**src/pkg/synth_cfg_map.svh**
```systemverilog
`ifndef SYNTH_CFG_MAP_SVH
`define SYNTH_CFG_MAP_SVH

// ************************************************************
// word layout common to all registers
// ************************************************************
`define WORD_W        32
`define SEL_MSB       2
`define SEL_LSB       0

// ************************************************************
// integer and fraction word fields
// ************************************************************
`define INT_MSB       30
`define INT_LSB       15
`define FRACTION_NUMERATOR_MSB      14
`define FRACTION_NUMERATOR_LSB      3

// ************************************************************
// prescaler, phase and modulus fields
// ************************************************************
`define PRESC_BIT     27
`define PHASE_MSB     26
`define PHASE_LSB     15
`define MOD_MSB       14
`define MOD_LSB       3

// ************************************************************
// reference and loop control fields
// ************************************************************
`define NOISE_MSB     30
`define NOISE_LSB     29
`define MUX_MSB       28
`define MUX_LSB       26
`define DOUBLER_BIT   25
`define HALFDIV_BIT   24
`define RDIV_MSB      23
`define RDIV_LSB      14
`define SHADOW_EN_BIT 13
`define CP_MSB        11
`define CP_LSB        9
`define LCNT_BIT      8
`define LWIN_BIT      7

// ************************************************************
// output divider and pulse width / lock pin fields
// ************************************************************
`define ODIV_MSB      22
`define ODIV_LSB      20
`define ABP_MSB       31
`define ABP_LSB       30
`define CC_BIT        29
`define LDPIN_MSB     23
`define LDPIN_LSB     22

// ************************************************************
// reset values and lock detector figures
// ************************************************************
`define RST_RDIV      10'h001
`define RST_PHASE     12'h001
`define LOCK_CNT_LONG 6'h28
`define LOCK_CNT_SHRT 6'h05
`define LOCK_WIN_WIDE 8'h0A
`define LOCK_WIN_NARR 8'h06

`endif

```
**src/pkg/synth_cfg_pkg.sv**
```systemverilog
`default_nettype none
// ************************************************************
// types shared by the register bank and the lock detector
// ************************************************************
package synth_cfg_pkg;
  typedef enum logic [2:0] {
    SEL_INT_FRACTION_NUMERATOR = 3'h0,
    SEL_PRE_MOD  = 3'h1,
    SEL_REF_LOOP = 3'h2,
    SEL_CLKDIV   = 3'h3,
    SEL_OUTDIV   = 3'h4,
    SEL_PW_LOCK  = 3'h5
  } reg_sel_t;
  typedef enum logic [1:0] {
    NOISE_LOW_NOISE = 2'h0,
    NOISE_LOW_SPUR  = 2'h3
  } noise_mode_t;
  typedef enum logic {
    LOCK_HUNT   = 1'b0,
    LOCK_LOCKED = 1'b1
  } lock_state_t;
endpackage
`default_nettype wire

```
**src/design/synth_config_register_bank.sv**
```systemverilog
// Operation
// - select code 000 loads the integer and fraction register
// - select code 001 loads the prescaler, phase and modulus register
// - select code 010 loads the reference and loop control register
// - select code 101 loads pulse width, charge cancel and lock pin mode
// - bit 27 picks prescaler 4/5 or 8/9; host uses 8/9 above 3 GHz
// - bits 14..3 of register 1 hold the fraction modulus
// - noise mode bits 30..29; low-spur turns dither on, low-noise off
// - bits 28..26 drive the output multiplexer select
// - doubler off uses falling reference edge; on uses both edges
// - half divider adds a toggle stage after the reference counter
// - bits 23..14 set the reference divide ratio, 1 to 1023
// - bit 13 makes the output divider field wait for register 0
// - shadowed fields become active on the next register 0 write
// - output divider select sits in bits 22..20 of register 4
// - bits 11..9 select the charge pump current
// - lock counts 40 cycles when count bit is 0, 5 when 1
// - lock window is 10 ns when window bit is 0, 6 ns when 1
// - lock rises only after the selected run of in-window cycles
`include "synth_cfg_map.svh"
`default_nettype none
module synth_config_register_bank #(
  parameter int RDIV_W = 10,
  parameter int ERR_W  = 8
) (
  input  wire logic                       clk_sys,
  input  wire logic                       resetn,
  input  wire logic                       wrStrobe,
  input  wire logic [`WORD_W-1:0]         wrWord,
  input  wire logic                       refRise,
  input  wire logic                       refFall,
  input  wire logic [ERR_W-1:0]           phaseErrNs,
  output var  logic [15:0]                integerWord,
  output var  logic [11:0]                fraction_numerator,
  output var  logic                       prescaler_select,
  output var  logic [11:0]                phaseWord,
  output var  logic [11:0]                fraction_modulus,
  output var  synth_cfg_pkg::noise_mode_t noiseMode,
  output var  logic                       ditherEnable,
  output var  logic [2:0]                 output_mux_select,
  output var  logic                       refDoublerEnable,
  output var  logic                       reference_half_divider,
  output var  logic [RDIV_W-1:0]          refDivideRatio,
  output var  logic                       shadowed_bits,
  output var  logic [2:0]                 chargePumpCurrent,
  output var  logic                       lock_cycle_count_select,
  output var  logic                       lock_window_select,
  output var  logic [2:0]                 outDividerSelect,
  output var  logic [1:0]                 antibacklash_width,
  output var  logic                       charge_cancel_enable,
  output var  logic [1:0]                 lockPinMode,
  output var  logic                       pfdRefTick,
  output var  logic                       pfdRefLevel,
  output var  logic                       digitalLock
);
  import synth_cfg_pkg::*;

  // ************************************************************
  // write decode
  // ************************************************************
  logic [2:0]              register_select_code;
  logic [5:0]              wrHit;
  logic                    wrIntFrac;
  logic                    wrPreMod;
  logic                    wrRefLoop;
  logic                    wrOutDiv;
  logic                    wrPwLock;

  // ************************************************************
  // immediate fields
  // ************************************************************
  logic [15:0]             intWord_ff;
  logic [11:0]             fracNum_ff;
  logic                    presc_ff;
  noise_mode_t             noise_ff;
  logic                    dither_ff;
  logic [2:0]              mux_ff;
  logic                    shadowEn_ff;
  logic [2:0]              cp_ff;
  logic                    lcnt_ff;
  logic                    lwin_ff;
  logic [1:0]              abp_ff;
  logic                    cc_ff;
  logic [1:0]              ldPin_ff;

  // ************************************************************
  // shadow stage and active copies
  // ************************************************************
  logic [11:0]             phaseSh_ff;
  logic [11:0]             modSh_ff;
  logic                    dblSh_ff;
  logic                    halfSh_ff;
  logic [RDIV_W-1:0]       rdivSh_ff;
  logic [2:0]              odivSh_ff;
  logic [11:0]             phase_ff;
  logic [11:0]             mod_ff;
  logic                    dbl_ff;
  logic                    half_ff;
  logic [RDIV_W-1:0]       rdiv_ff;
  logic [2:0]              odiv_ff;
  logic [2:0]              nxt_odiv;

  // ************************************************************
  // reference path
  // ************************************************************
  logic [RDIV_W-1:0]       rCnt_ff;
  logic [RDIV_W-1:0]       nxt_rCnt;
  logic [RDIV_W-1:0]       ratioLast;
  logic                    activeEdge;
  logic                    rTick;
  logic                    toggle_ff;
  logic                    nxt_toggle;
  logic                    pfdTick;
  logic                    pfdTick_ff;
  logic                    pfdLevel_ff;
  logic                    nxt_pfdLevel;
  logic                    lockRaw;
  logic                    lock_ff;

  // legal ratios 1..1023; zero acts as 1
  function automatic logic [RDIV_W-1:0] lastCount(input logic [RDIV_W-1:0] ratio);
    lastCount = (ratio == '0) ? '0 : ratio - 1'b1;
  endfunction

  // ************************************************************
  // select code decode, one hit line per register
  // ************************************************************
  assign register_select_code = wrWord[`SEL_MSB:`SEL_LSB];

  genvar k;
  generate
    for (k = 0; k < 6; k++)
    begin : g_hit
      assign wrHit[k] = wrStrobe && (register_select_code == 3'(k));
    end
  endgenerate

  assign wrIntFrac = wrHit[SEL_INT_FRACTION_NUMERATOR];
  assign wrPreMod  = wrHit[SEL_PRE_MOD];
  assign wrRefLoop = wrHit[SEL_REF_LOOP];
  assign wrOutDiv  = wrHit[SEL_OUTDIV];
  assign wrPwLock  = wrHit[SEL_PW_LOCK];

  // ************************************************************
  // integer and fraction register, always immediate
  // ************************************************************
  always_ff @(posedge clk_sys or negedge resetn)
  begin
    if (!resetn)
    begin
      intWord_ff <= '0;
      fracNum_ff <= '0;
    end
    else if (wrIntFrac)
    begin
      intWord_ff <= wrWord[`INT_MSB:`INT_LSB];
      fracNum_ff <= wrWord[`FRACTION_NUMERATOR_MSB:`FRACTION_NUMERATOR_LSB];
    end
  end

  // ************************************************************
  // prescaler immediate; phase and modulus into the shadow stage
  // ************************************************************
  always_ff @(posedge clk_sys or negedge resetn)
  begin
    if (!resetn)
    begin
      presc_ff   <= 1'b0;
      phaseSh_ff <= `RST_PHASE;
      modSh_ff   <= '0;
    end
    else if (wrPreMod)
    begin
      presc_ff   <= wrWord[`PRESC_BIT];
      phaseSh_ff <= wrWord[`PHASE_MSB:`PHASE_LSB];
      modSh_ff   <= wrWord[`MOD_MSB:`MOD_LSB];
    end
  end

  // ************************************************************
  // loop control fields that act at once
  // ************************************************************
  always_ff @(posedge clk_sys or negedge resetn)
  begin
    if (!resetn)
    begin
      noise_ff    <= NOISE_LOW_NOISE;
      dither_ff   <= 1'b0;
      mux_ff      <= '0;
      shadowEn_ff <= 1'b0;
      cp_ff       <= '0;
      lcnt_ff     <= 1'b0;
      lwin_ff     <= 1'b0;
    end
    else if (wrRefLoop)
    begin
      noise_ff    <= noise_mode_t'(wrWord[`NOISE_MSB:`NOISE_LSB]);
      dither_ff   <= wrWord[`NOISE_MSB:`NOISE_LSB] == NOISE_LOW_SPUR;
      mux_ff      <= wrWord[`MUX_MSB:`MUX_LSB];
      shadowEn_ff <= wrWord[`SHADOW_EN_BIT];
      cp_ff       <= wrWord[`CP_MSB:`CP_LSB];
      lcnt_ff     <= wrWord[`LCNT_BIT];
      lwin_ff     <= wrWord[`LWIN_BIT];
    end
  end

  // ************************************************************
  // reference fields into the shadow stage
  // ************************************************************
  always_ff @(posedge clk_sys or negedge resetn)
  begin
    if (!resetn)
    begin
      dblSh_ff  <= 1'b0;
      halfSh_ff <= 1'b0;
      rdivSh_ff <= `RST_RDIV;
    end
    else if (wrRefLoop)
    begin
      dblSh_ff  <= wrWord[`DOUBLER_BIT];
      halfSh_ff <= wrWord[`HALFDIV_BIT];
      rdivSh_ff <= wrWord[`RDIV_MSB:`RDIV_LSB];
    end
  end

  // ************************************************************
  // output divider select, shadow copy always follows a write
  // ************************************************************
  always_ff @(posedge clk_sys or negedge resetn)
  begin
    if (!resetn)
      odivSh_ff <= '0;
    else if (wrOutDiv)
      odivSh_ff <= wrWord[`ODIV_MSB:`ODIV_LSB];
  end

  // direct unless shadowed, else wait for register 0
  assign nxt_odiv = (wrOutDiv && !shadowEn_ff) ? wrWord[`ODIV_MSB:`ODIV_LSB] :
                    (wrIntFrac && shadowEn_ff) ? odivSh_ff :
                    odiv_ff;

  // ************************************************************
  // register 0 write moves the shadow stage to the active copies
  // ************************************************************
  always_ff @(posedge clk_sys or negedge resetn)
  begin
    if (!resetn)
    begin
      phase_ff <= `RST_PHASE;
      mod_ff   <= '0;
      dbl_ff   <= 1'b0;
      half_ff  <= 1'b0;
      rdiv_ff  <= `RST_RDIV;
      odiv_ff  <= '0;
    end
    else
    begin
      odiv_ff <= nxt_odiv;
      if (wrIntFrac)
      begin
        phase_ff <= phaseSh_ff;
        mod_ff   <= modSh_ff;
        dbl_ff   <= dblSh_ff;
        half_ff  <= halfSh_ff;
        rdiv_ff  <= rdivSh_ff;
      end
    end
  end

  // ************************************************************
  // pulse width and lock pin register, immediate
  // ************************************************************
  always_ff @(posedge clk_sys or negedge resetn)
  begin
    if (!resetn)
    begin
      abp_ff   <= '0;
      cc_ff    <= 1'b0;
      ldPin_ff <= '0;
    end
    else if (wrPwLock)
    begin
      abp_ff   <= wrWord[`ABP_MSB:`ABP_LSB];
      cc_ff    <= wrWord[`CC_BIT];
      ldPin_ff <= wrWord[`LDPIN_MSB:`LDPIN_LSB];
    end
  end

  // ************************************************************
  // reference counter and optional toggle stage
  // ************************************************************
  assign activeEdge = dbl_ff ? (refRise || refFall) : refFall;
  assign ratioLast  = lastCount(rdiv_ff);
  assign rTick      = activeEdge && (rCnt_ff >= ratioLast);

  // counter restarts whenever new settings go active
  assign nxt_rCnt = wrIntFrac ? '0 :
                    rTick ? '0 :
                    activeEdge ? rCnt_ff + 1'b1 :
                    rCnt_ff;

  // toggle stage halves the rate, even duty
  assign nxt_toggle   = wrIntFrac ? 1'b0 : (rTick ? !toggle_ff : toggle_ff);
  assign pfdTick      = half_ff ? (rTick && toggle_ff) : rTick;
  assign nxt_pfdLevel = half_ff ? nxt_toggle : rTick;

  always_ff @(posedge clk_sys or negedge resetn)
  begin
    if (!resetn)
    begin
      rCnt_ff     <= '0;
      toggle_ff   <= 1'b0;
      pfdTick_ff  <= 1'b0;
      pfdLevel_ff <= 1'b0;
    end
    else
    begin
      rCnt_ff     <= nxt_rCnt;
      toggle_ff   <= nxt_toggle;
      pfdTick_ff  <= pfdTick;
      pfdLevel_ff <= nxt_pfdLevel;
    end
  end

  // ************************************************************
  // digital lock detector on the comparison cycles
  // ************************************************************
  lock_detect_counter #(
    .CNT_W (6),
    .ERR_W (ERR_W)
  ) u_lock (
    .clk_sys      (clk_sys),
    .resetn       (resetn),
    .pfdTick      (pfdTick),
    .phaseErrNs   (phaseErrNs),
    .countSelect  (lcnt_ff),
    .windowSelect (lwin_ff),
    .clearLock    (wrIntFrac),
    .locked       (lockRaw)
  );

  // registered so the output comes from a flop
  always_ff @(posedge clk_sys or negedge resetn)
  begin
    if (!resetn)
      lock_ff <= 1'b0;
    else
      lock_ff <= lockRaw;
  end

  // ************************************************************
  // outputs, each a flip-flop
  // ************************************************************
  assign integerWord             = intWord_ff;
  assign fraction_numerator      = fracNum_ff;
  assign prescaler_select        = presc_ff;
  assign phaseWord               = phase_ff;
  assign fraction_modulus        = mod_ff;
  assign noiseMode               = noise_ff;
  assign ditherEnable            = dither_ff;
  assign output_mux_select       = mux_ff;
  assign refDoublerEnable        = dbl_ff;
  assign reference_half_divider  = half_ff;
  assign refDivideRatio          = rdiv_ff;
  assign shadowed_bits           = shadowEn_ff;
  assign chargePumpCurrent       = cp_ff;
  assign lock_cycle_count_select = lcnt_ff;
  assign lock_window_select      = lwin_ff;
  assign outDividerSelect        = odiv_ff;
  assign antibacklash_width      = abp_ff;
  assign charge_cancel_enable    = cc_ff;
  assign lockPinMode             = ldPin_ff;
  assign pfdRefTick              = pfdTick_ff;
  assign pfdRefLevel             = pfdLevel_ff;
  assign digitalLock             = lock_ff;
endmodule // synth_config_register_bank
`default_nettype wire

```
**src/design/lock_detect_counter.sv**
```systemverilog
`include "synth_cfg_map.svh"
`default_nettype none
module lock_detect_counter #(
  parameter int CNT_W = 6,
  parameter int ERR_W = 8
) (
  input  wire logic             clk_sys,
  input  wire logic             resetn,
  input  wire logic             pfdTick,
  input  wire logic [ERR_W-1:0] phaseErrNs,
  input  wire logic             countSelect,
  input  wire logic             windowSelect,
  input  wire logic             clearLock,
  output var  logic             locked
);
  import synth_cfg_pkg::*;

  lock_state_t            state_ff;
  lock_state_t            nxt_state;
  logic       [CNT_W-1:0] good_ff;
  logic       [CNT_W-1:0] nxt_good;
  logic       [CNT_W-1:0] target;
  logic       [ERR_W-1:0] window;
  logic                   inWindow;

  // ************************************************************
  // window and count selection
  // ************************************************************
  assign target   = countSelect ? `LOCK_CNT_SHRT : `LOCK_CNT_LONG;
  assign window   = windowSelect ? `LOCK_WIN_NARR : `LOCK_WIN_WIDE;
  assign inWindow = phaseErrNs < window;

  // consecutive good cycles; one bad cycle starts over
  assign nxt_good = clearLock ? '0 :
                    !pfdTick ? good_ff :
                    !inWindow ? '0 :
                    (good_ff == target) ? good_ff :
                    good_ff + 1'b1;

  // lock once the chosen run of good cycles is done
  always_comb
  begin
    nxt_state = state_ff;
    unique case (state_ff)
      LOCK_HUNT:
      begin
        if (nxt_good == target && !clearLock)
          nxt_state = LOCK_LOCKED;
      end
      LOCK_LOCKED:
      begin
        if (clearLock || (pfdTick && !inWindow))
          nxt_state = LOCK_HUNT;
      end
    endcase
  end

  // ************************************************************
  // state registers
  // ************************************************************
  always_ff @(posedge clk_sys or negedge resetn)
  begin
    if (!resetn)
    begin
      state_ff <= LOCK_HUNT;
      good_ff  <= '0;
    end
    else
    begin
      state_ff <= nxt_state;
      good_ff  <= nxt_good;
    end
  end

  assign locked = (state_ff == LOCK_LOCKED);
endmodule // lock_detect_counter
`default_nettype wire

```
**config.mk**
```make
export PLATFORM = sky130hd
export DESIGN_NAME = synth_config_register_bank
export DESIGN_NICKNAME = d
export VERILOG_FILES = /design/src/pkg/synth_cfg_pkg.sv /design/src/design/synth_config_register_bank.sv /design/src/design/lock_detect_counter.sv
export VERILOG_INCLUDE_DIRS = /design/src /design/src/pkg
export SDC_FILE = /design/constraint.sdc
export NUM_CORES = 1
export LEC_CHECK = 0
export ABC_CLOCK_PERIOD_IN_PS = 3700
export BUFFER_PORTS_ARGS = -buffer_cell sky130_fd_sc_hd__buf_2
export CAP_MARGIN = 0
export CORE_ASPECT_RATIO = 0.7
export CORE_MARGIN = 3
export CORE_UTILIZATION = 55
export DETAILED_ROUTE_END_ITERATION = 8
export PLACE_DENSITY = 0.8
export SLEW_MARGIN = 20
export SYNTH_ARGS = -nofsm -noshare
export SYNTH_HDL_FRONTEND = slang
export SYNTH_SLANG_ARGS = --single-unit
```
**constraint.sdc**
```tcl
create_clock -name clk_sys -period 3.7 [get_ports clk_sys]
set_input_delay 0.925 -clock clk_sys [delete_from_list [all_inputs] [get_ports clk_sys]]
set_output_delay 0.925 -clock clk_sys [all_outputs]
set_load 0.03 [all_outputs]
```
### Word-level counts from Yosys, hierarchy flattened

Index checks and enable logic that the tools add are counted.

| storage, ports and cells | value |
|---|---|
| flip-flop bits (word level) | 145 |
| word-level logic and storage cells | 86 |
| bits of input ports | 45 |

| operators by class | value |
|---|---|
| bitwise logic cells | 1 |
| mux-type cells | 20 |
| magnitude comparators | 2 |
| reductions and logical operators | 21 |
| eq/ne operators | 7 |
| add/subtract/negate cells | 3 |

Operator list:

| operator | count |
|---|---|
| two-way mux 10 bit | 4 |
| two-way mux 6 bit | 5 |
| equality test 6 bit | 2 |
| logical AND 1 bit | 11 |
| adder 10 x 1 -> 10 bit (second input constant) | 1 |
| greater-or-equal comparator 10 bit | 1 |
| zero test 10 bit | 1 |
| subtractor 10 x 1 -> 10 bit (second input constant) | 1 |
| less-than comparator 8 bit | 1 |
| two-way mux 1 bit | 7 |
| adder 6 x 1 -> 6 bit (second input constant) | 1 |
| equality test 3 bit (second input constant) | 2 |
| two-way mux 3 bit | 2 |
| zero test 1 bit | 4 |
| two-way mux 4 bit | 1 |
| equality test 3 x 1 -> 1 bit (second input constant) | 1 |
| equality test 3 x 2 -> 1 bit (second input constant) | 1 |
| zero test 3 bit | 1 |
| nonzero test 3 bit | 1 |
| equality test 2 bit (second input constant) | 1 |
| logical OR 1 bit | 2 |
| case mux 1 bit (2 select lines) | 1 |
| nonzero test 2 bit | 1 |
| inverter 1 bit | 1 |

### Depth between registers and ports, before layout

| depth | value |
|---|---|
| depth after elaboration | 12 |
| gate-level depth with buffers | 17 |

### Cells and area by module

A second synthesis with hierarchy kept.

| second synthesis, totals | value |
|---|---|
| cells, all modules | 462 |
| area, all modules | 6352.3 um^2 |

By module, submodules not included:

| module | instances | area each (um^2) | cells each |
|---|---|---|---|
| synth_config_register_bank | 1 | 5820.6 | 404 |
| lock_detect_counter | 1 | 531.8 | 58 |

### Worst setup path after synthesis

No wires, ideal clock.

| timing | value |
|---|---|
| path kind | register to register |
| from | reg rdiv_ff[5], in the netlist refDivideRatio[5] |
| to | reg u_lock.state_ff, in the netlist u_lock.locked |
| data arrival time | 3.253 ns |
| stages on the path, launching flop included | 15 |
| path slack | 0.320 ns |
| period minus slack after synthesis | 3.380 ns |
| path through | dfrtp_1 > nor4_1 > nand4b_1 > and2_1 > ha_1 > nand2b_1 > a211oi_1 > o31ai_1 > o21ai_1 > clkbuf_1 > nor3_1 > a21o_1 > a22oi_1 > a2bb2oi_1 > o21ai_1 |

| between the ends | value |
|---|---|
| cells in the longest elaborated chain, start to end | 12 |
| elaborated cells on any way between the ends | 16 |
| classes of those cells | add/sub (1); order compare (1); eq/ne (1); mux (7); reduce/logical (6) |

RTL lines:

| item | RTL line | RTL |
|---|---|---|
| start, declared | synth_config_register_bank.sv:99 | `logic [RDIV_W-1:0] rdiv_ff;` |
| start signal, assigned | synth_config_register_bank.sv:253 | `` rdiv_ff <= `RST_RDIV; `` |
| start signal, assigned | synth_config_register_bank.sv:265 | `rdiv_ff <= rdivSh_ff;` |
| subtractor 10 x 1 -> 10 bit or zero test 10 bit (tied branches) | synth_config_register_bank.sv:122 | `lastCount = (ratio == '0) ? '0 : ratio - 1'b1;` |
| two-way mux 10 bit * | synth_config_register_bank.sv:122 |  |
| greater-or-equal comparator 10 bit * | synth_config_register_bank.sv:294 | `assign rTick = activeEdge && (rCnt_ff >= ratioLast);` |
| logical AND 1 bit * | synth_config_register_bank.sv:294 |  |
| logical AND 1 bit | synth_config_register_bank.sv:304 | `assign pfdTick = half_ff ? (rTick && toggle_ff) : rTick;` |
| two-way mux 1 bit * | synth_config_register_bank.sv:304 |  |
| two-way mux 6 bit | lock_detect_counter.sv:35 | `!pfdTick ? good_ff :` |
| two-way mux 6 bit | lock_detect_counter.sv:34 | `assign nxt_good = clearLock ? '0 :` |
| equality test 6 bit | lock_detect_counter.sv:47 | `if (nxt_good == target && !clearLock)` |
| logical AND 1 bit | lock_detect_counter.sv:47 |  |
| two-way mux 1 bit | lock_detect_counter.sv:47 |  |
| case mux 1 bit (2 select lines) * | lock_detect_counter.sv:44 | `unique case (state_ff)` |
| net u_lock.nxt_state | lock_detect_counter.sv:19 | `lock_state_t nxt_state;` |
| end signal, assigned | lock_detect_counter.sv:70 | `state_ff <= nxt_state;` |
| end, declared | lock_detect_counter.sv:18 | `lock_state_t state_ff;` |

The timed path passes the listed nets; every way through them passes the cells marked *.
A chain may end at the register's enable or synchronous reset.

### Final worst setup path

| timing | value |
|---|---|
| from | reg rdiv_ff[3], in the netlist refDivideRatio[3] |
| to | reg u_lock.state_ff, in the netlist u_lock.locked |

| between the ends | value |
|---|---|
| cells in the longest elaborated chain, start to end | 12 |
| elaborated cells on any way between the ends | 16 |
| classes of those cells | add/sub (1); order compare (1); eq/ne (1); mux (7); reduce/logical (6) |

RTL lines:

| item | RTL line | RTL |
|---|---|---|
| subtractor 10 x 1 -> 10 bit or zero test 10 bit (tied branches) | synth_config_register_bank.sv:122 |  |
| two-way mux 10 bit * | synth_config_register_bank.sv:122 |  |
| greater-or-equal comparator 10 bit * | synth_config_register_bank.sv:294 |  |
| logical AND 1 bit * | synth_config_register_bank.sv:294 |  |
| logical AND 1 bit | synth_config_register_bank.sv:304 |  |
| two-way mux 1 bit * | synth_config_register_bank.sv:304 |  |
| net pfdTick | synth_config_register_bank.sv:113 | `logic pfdTick;` |
| two-way mux 6 bit | lock_detect_counter.sv:35 |  |
| two-way mux 6 bit | lock_detect_counter.sv:34 |  |
| equality test 6 bit | lock_detect_counter.sv:47 |  |
| logical AND 1 bit | lock_detect_counter.sv:47 |  |
| two-way mux 1 bit | lock_detect_counter.sv:47 |  |
| case mux 1 bit (2 select lines) * | lock_detect_counter.sv:44 |  |
| net u_lock.nxt_state | lock_detect_counter.sv:19 |  |

Marked as above.

==> impl_metrics.yaml <==
logic_synthesis:
  synth_top_area_share_pct: 55.3
  ys_seq_area_share_pct: 57.0
  synth_seq_cells: 145
  synthTopCellsByArea: "dfrtp_1 (55%), nand2_1 (13%), mux2_2 (9.7%)"
  ys.flop_type: "dfrtp_1"
  yosysTopAreaCell: "dfrtp_1"
  yosys_warnings: 0
  syn_inst: 615
  ys_types: 52
  synth_edf_count: 0
  syn_avg_cell_area_um2: 10.4
  synth_area_um2: 6380
  synth_nets: 676
  synth-async-reset-ratio_pct: 100
power_and_ir_drop:
  comb_power_share_pct: 28.9
  sw_frac_of_total_pct: 35.5
  p_int_mw: 3.63
  power_mw: 5.63
  leakage_nw: 4.04
  pwr-share-seq_pct: 39.3
  p_sw_mw: 2.00
  p_clk_share_pct: 31.8
  peakVddDrop_uv: 427
  p_per_area_nw_per_um2: 714
floorplan:
  die_w_um: 135
  start_util_pct: 57.1
  ios: 133
  dieHeight_um: 96.1
  core_um2: 11200
  dieArea_um2: 12900
  row_count: 32
global_routing:
  antenna_found_initial: 1
  grt_max_degree: 97
  grt_pass1_wl_um: 25100
  grtUsageTotal_pct: 24.8
  grt_pass1_vias: 4901
  grt.overflow.total: 0
setup_path:
  crit_path_start: "refDivideRatio[3]$_DFFE_PN0P_"
  cpMaxStageDelayCell: "dfrtp_1"
  crit_top_cell: "nand2_1"
  rr_worst_depth: 16
  cp_cell_sequence: "nor3_1 -> nand2_1 -> nor4_1 -> xor2_1 -> nand2_1 -> ha_1 -> nand4_1 -> a211o_1 -> o31ai_1 -> o21ai_1 -> inv_1 -> nand2_1 -> o31a_1 -> nand4b_1 -> a2bb2oi_1 -> o21ai_1"
  crit_path_end: "u_lock.locked$_DFF_PN0_"
  r2r_start: "refDivideRatio[3]$_DFFE_PN0P_"
  worstPathMaxFanout: 5
  max_stage_delay_ps: 430
  critPathKind: "flip-flop to flip-flop"
  startpoint_type: "flip-flop"
  cp-end-kind: "flip-flop"
  arrival_ps: 3730
  reg2reg_to: "u_lock.locked$_DFF_PN0_"
  required_ps: 3990
  rrSetupSlack_ps: 270
drt:
  firstDrtPassIters: 5
  wirelength_um: 15500
  drc_errors: 0
  drtAntennaViolNets: 0
  drtIter0Drc: 320
  vias: 5044
  routed_via_density: 5.49
  wire_per_inst_um: 16.9
sta:
  slew_headroom_pct: 31.3
  slew_violations: 0
  final-hold-violation-count: 0
  setup_viol_count_final: 0
  timing.fmax_mhz: 291
  min_period_ps: 3430
  tns_ps: 0
  tightest_slew_ps: 1020
  setup_slack_ps: 267
  rsz0062_at_grt: "no"
  min_period_over_period_pct: 92.8
  finClkSkew_ps: 9.24
clocking:
  cts_buffer_depth: 2
  cts_hold_buf: 0
  cts_resized: 0
  clk_pin_slew_ps: 60
  cts_setup_buffers: 0
  cts_root_buffer: "clkbuf_16"
  numClockSinks: 145
  clk_latency_ps: 410
  cts_buffers: 17
  htreeDepth: 4
  cts_tree: "done"
finish:
  n_fill_cell: 827
  multi_input_area_um2: 2640
  register_area_um2: 3630
  areaGrowthSynthToFinish_pct: 23.8
  drive_above_1_share_pct: 32.0
  antenna-diode-count: 0
  final_util_pct: 70.7
  fin_area_um2: 7890
  final_nets: 813
place:
  dpl_cell_area_um2: 7270
  place.gp.congestion: 0.931
  place.port_buffers: 131
  hpwl_um: 10700
  place_ws_ps: 319
run_status:
  status: "finished, final reports clean"
flow_run:
  cap_violations: 0
min_path:
  holdCritPathClass: "flip-flop to flip-flop"
==> power groups by stage <==
stage               clock network (mW)  logic [mW]  registers, mW
floorplan                            0       0.681           2.63
global placement                     0        1.57           2.20
detailed placement                   0        1.63           2.23
CTS                               1.81        1.64           2.21
global route                      1.89        1.78           2.26
finish                            1.79        1.63           2.21
==> layer usage <==
metal	vias to the layer above	GRT usage, %	share of wire (%)
li1	2347	-	-
met1	2479	34.7	45
met2	191	38.4	46
met3	25	6.74	7.5
met4	2	7.63	1.6
met5	-	0	0.084
==> area by class of cell <==
cell class / count / area share (%)
clock buffer: 20 / 5.91
multi-input combinational: 439 / 33.4
tap: 153 / 2.43
sequential: 145 / 46.0
clock inverter: 12 / 1.98
inverter: 8 / 0.380
timing repair buffer: 141 / 9.81
==> layout by cell type, fill, tap and decap left out, drive strengths merged, types with 2 or more instances in the layout <==
master	synthesis	final
nand3	9	9
ha	16	16
clkbuf	19	20
xor2	6	6
nor3b	2	2
a22oi	2	2
mux2	55	55
o21ai	24	24
or4	2	2
bufinv	0	3
dfstp	4	4
o31ai	2	2
a211oi	5	5
nand4b	4	4
inv	7	8
a211o	2	2
a21oi	10	10
xnor2	4	4
nor2b	4	4
nand2b	8	8
dfrtp	141	141
clkinvlp	0	4
nor4	3	3
buf	4	141
and2	2	2
o211ai	2	2
and3	9	9
clkinv	1	5
nor3	7	7
nor2	20	20
a21o	3	3
a31oi	3	3
nand2	221	221
a41oi	2	2
==> worst min-delay path by stage <==
stage / start / to / slack [ps] / cells after the start
5_1_grt: u_lock.locked$_DFF_PN0_ / digitalLock$_DFF_PN0_ / 450 / 0
6_report: u_lock.locked$_DFF_PN0_ / digitalLock$_DFF_PN0_ / 430 / 0
3_5_place_dp: u_lock.locked$_DFF_PN0_ / digitalLock$_DFF_PN0_ / 410 / 0
4_1_cts: u_lock.locked$_DFF_PN0_ / digitalLock$_DFF_PN0_ / 420 / 0
3_3_place_gp: u_lock.locked$_DFF_PN0_ / digitalLock$_DFF_PN0_ / 400 / 0
2_1_floorplan: u_lock.locked$_DFF_PN0_ / digitalLock$_DFF_PN0_ / 370 / 0
==> worst max-delay path, delay by kind of cell, from the launching register on <==
| family | cells | cell delay, ps |
|---|---|---|
| AND/OR/NAND/NOR | 7 | 1150 |
| AO/OA/AOI/OAI | 6 | 1090 |
| flip-flops | 1 | 430 |
| adder cells (fa/ha/maj) | 1 | 290 |
| XOR/XNOR | 1 | 200 |
| buffers and inverters | 1 | 150 |
==> cells by family (layout without fill, tap and decap cells) <==
| group | Yosys count | in the layout | synth area share [%] |
|---|---|---|---|
| XOR/XNOR | 10 | 10 | 1.37 |
| AND/OR/NAND/NOR | 296 | 296 | 19.9 |
| buffers and inverters | 31 | 181 | 1.90 |
| multiplexers | 55 | 55 | 9.71 |
| flip-flops | 145 | 145 | 57.0 |
| adder cells (fa/ha/maj) | 16 | 16 | 3.14 |
| AO/OA/AOI/OAI | 62 | 62 | 6.99 |
==> per-stage QoR <==
stage | hold WS, ps | std cells
6_report | 426 | 918
5_1_grt | 447 | 918
4_1_cts | 424 | 918
3_5_place_dp | 410 | 886
3_3_place_gp | 398 | 886
2_1_floorplan | 375 | 615
==> sequential cells by signal, summed over array words and instances (netlist names), 6 cells and up <==
name / count
fraction_modulus: 12
fraction_numerator: 12
integerWord: 16
modSh_ff: 12
phaseSh_ff: 12
phaseWord: 12
rCnt_ff: 10
rdivSh_ff: 10
refDivideRatio: 10
u_lock.good_ff: 6
==> Yosys cell counts, types with 2 or more instances <==
master    number
a211oi_1       4
a21o_1         3
a21oi_1       10
a22oi_1        2
a31oi_1        3
and2_1         2
and3_1         9
buf_2          4
clkbuf_1      19
dfrtp_1      141
dfstp_2        4
ha_1          16
inv_1          7
mux2_2        55
nand2_1      221
nand2b_1       8
nand3_1        9
nand4b_1       4
nor2_1        19
nor2b_1        4
nor3_1         6
nor3b_2        2
nor4_1         3
o21ai_0       16
o21ai_1        8
o31ai_1        2
xnor2_1        4
xor2_1         6
Power figures use the tool's default switching activity.
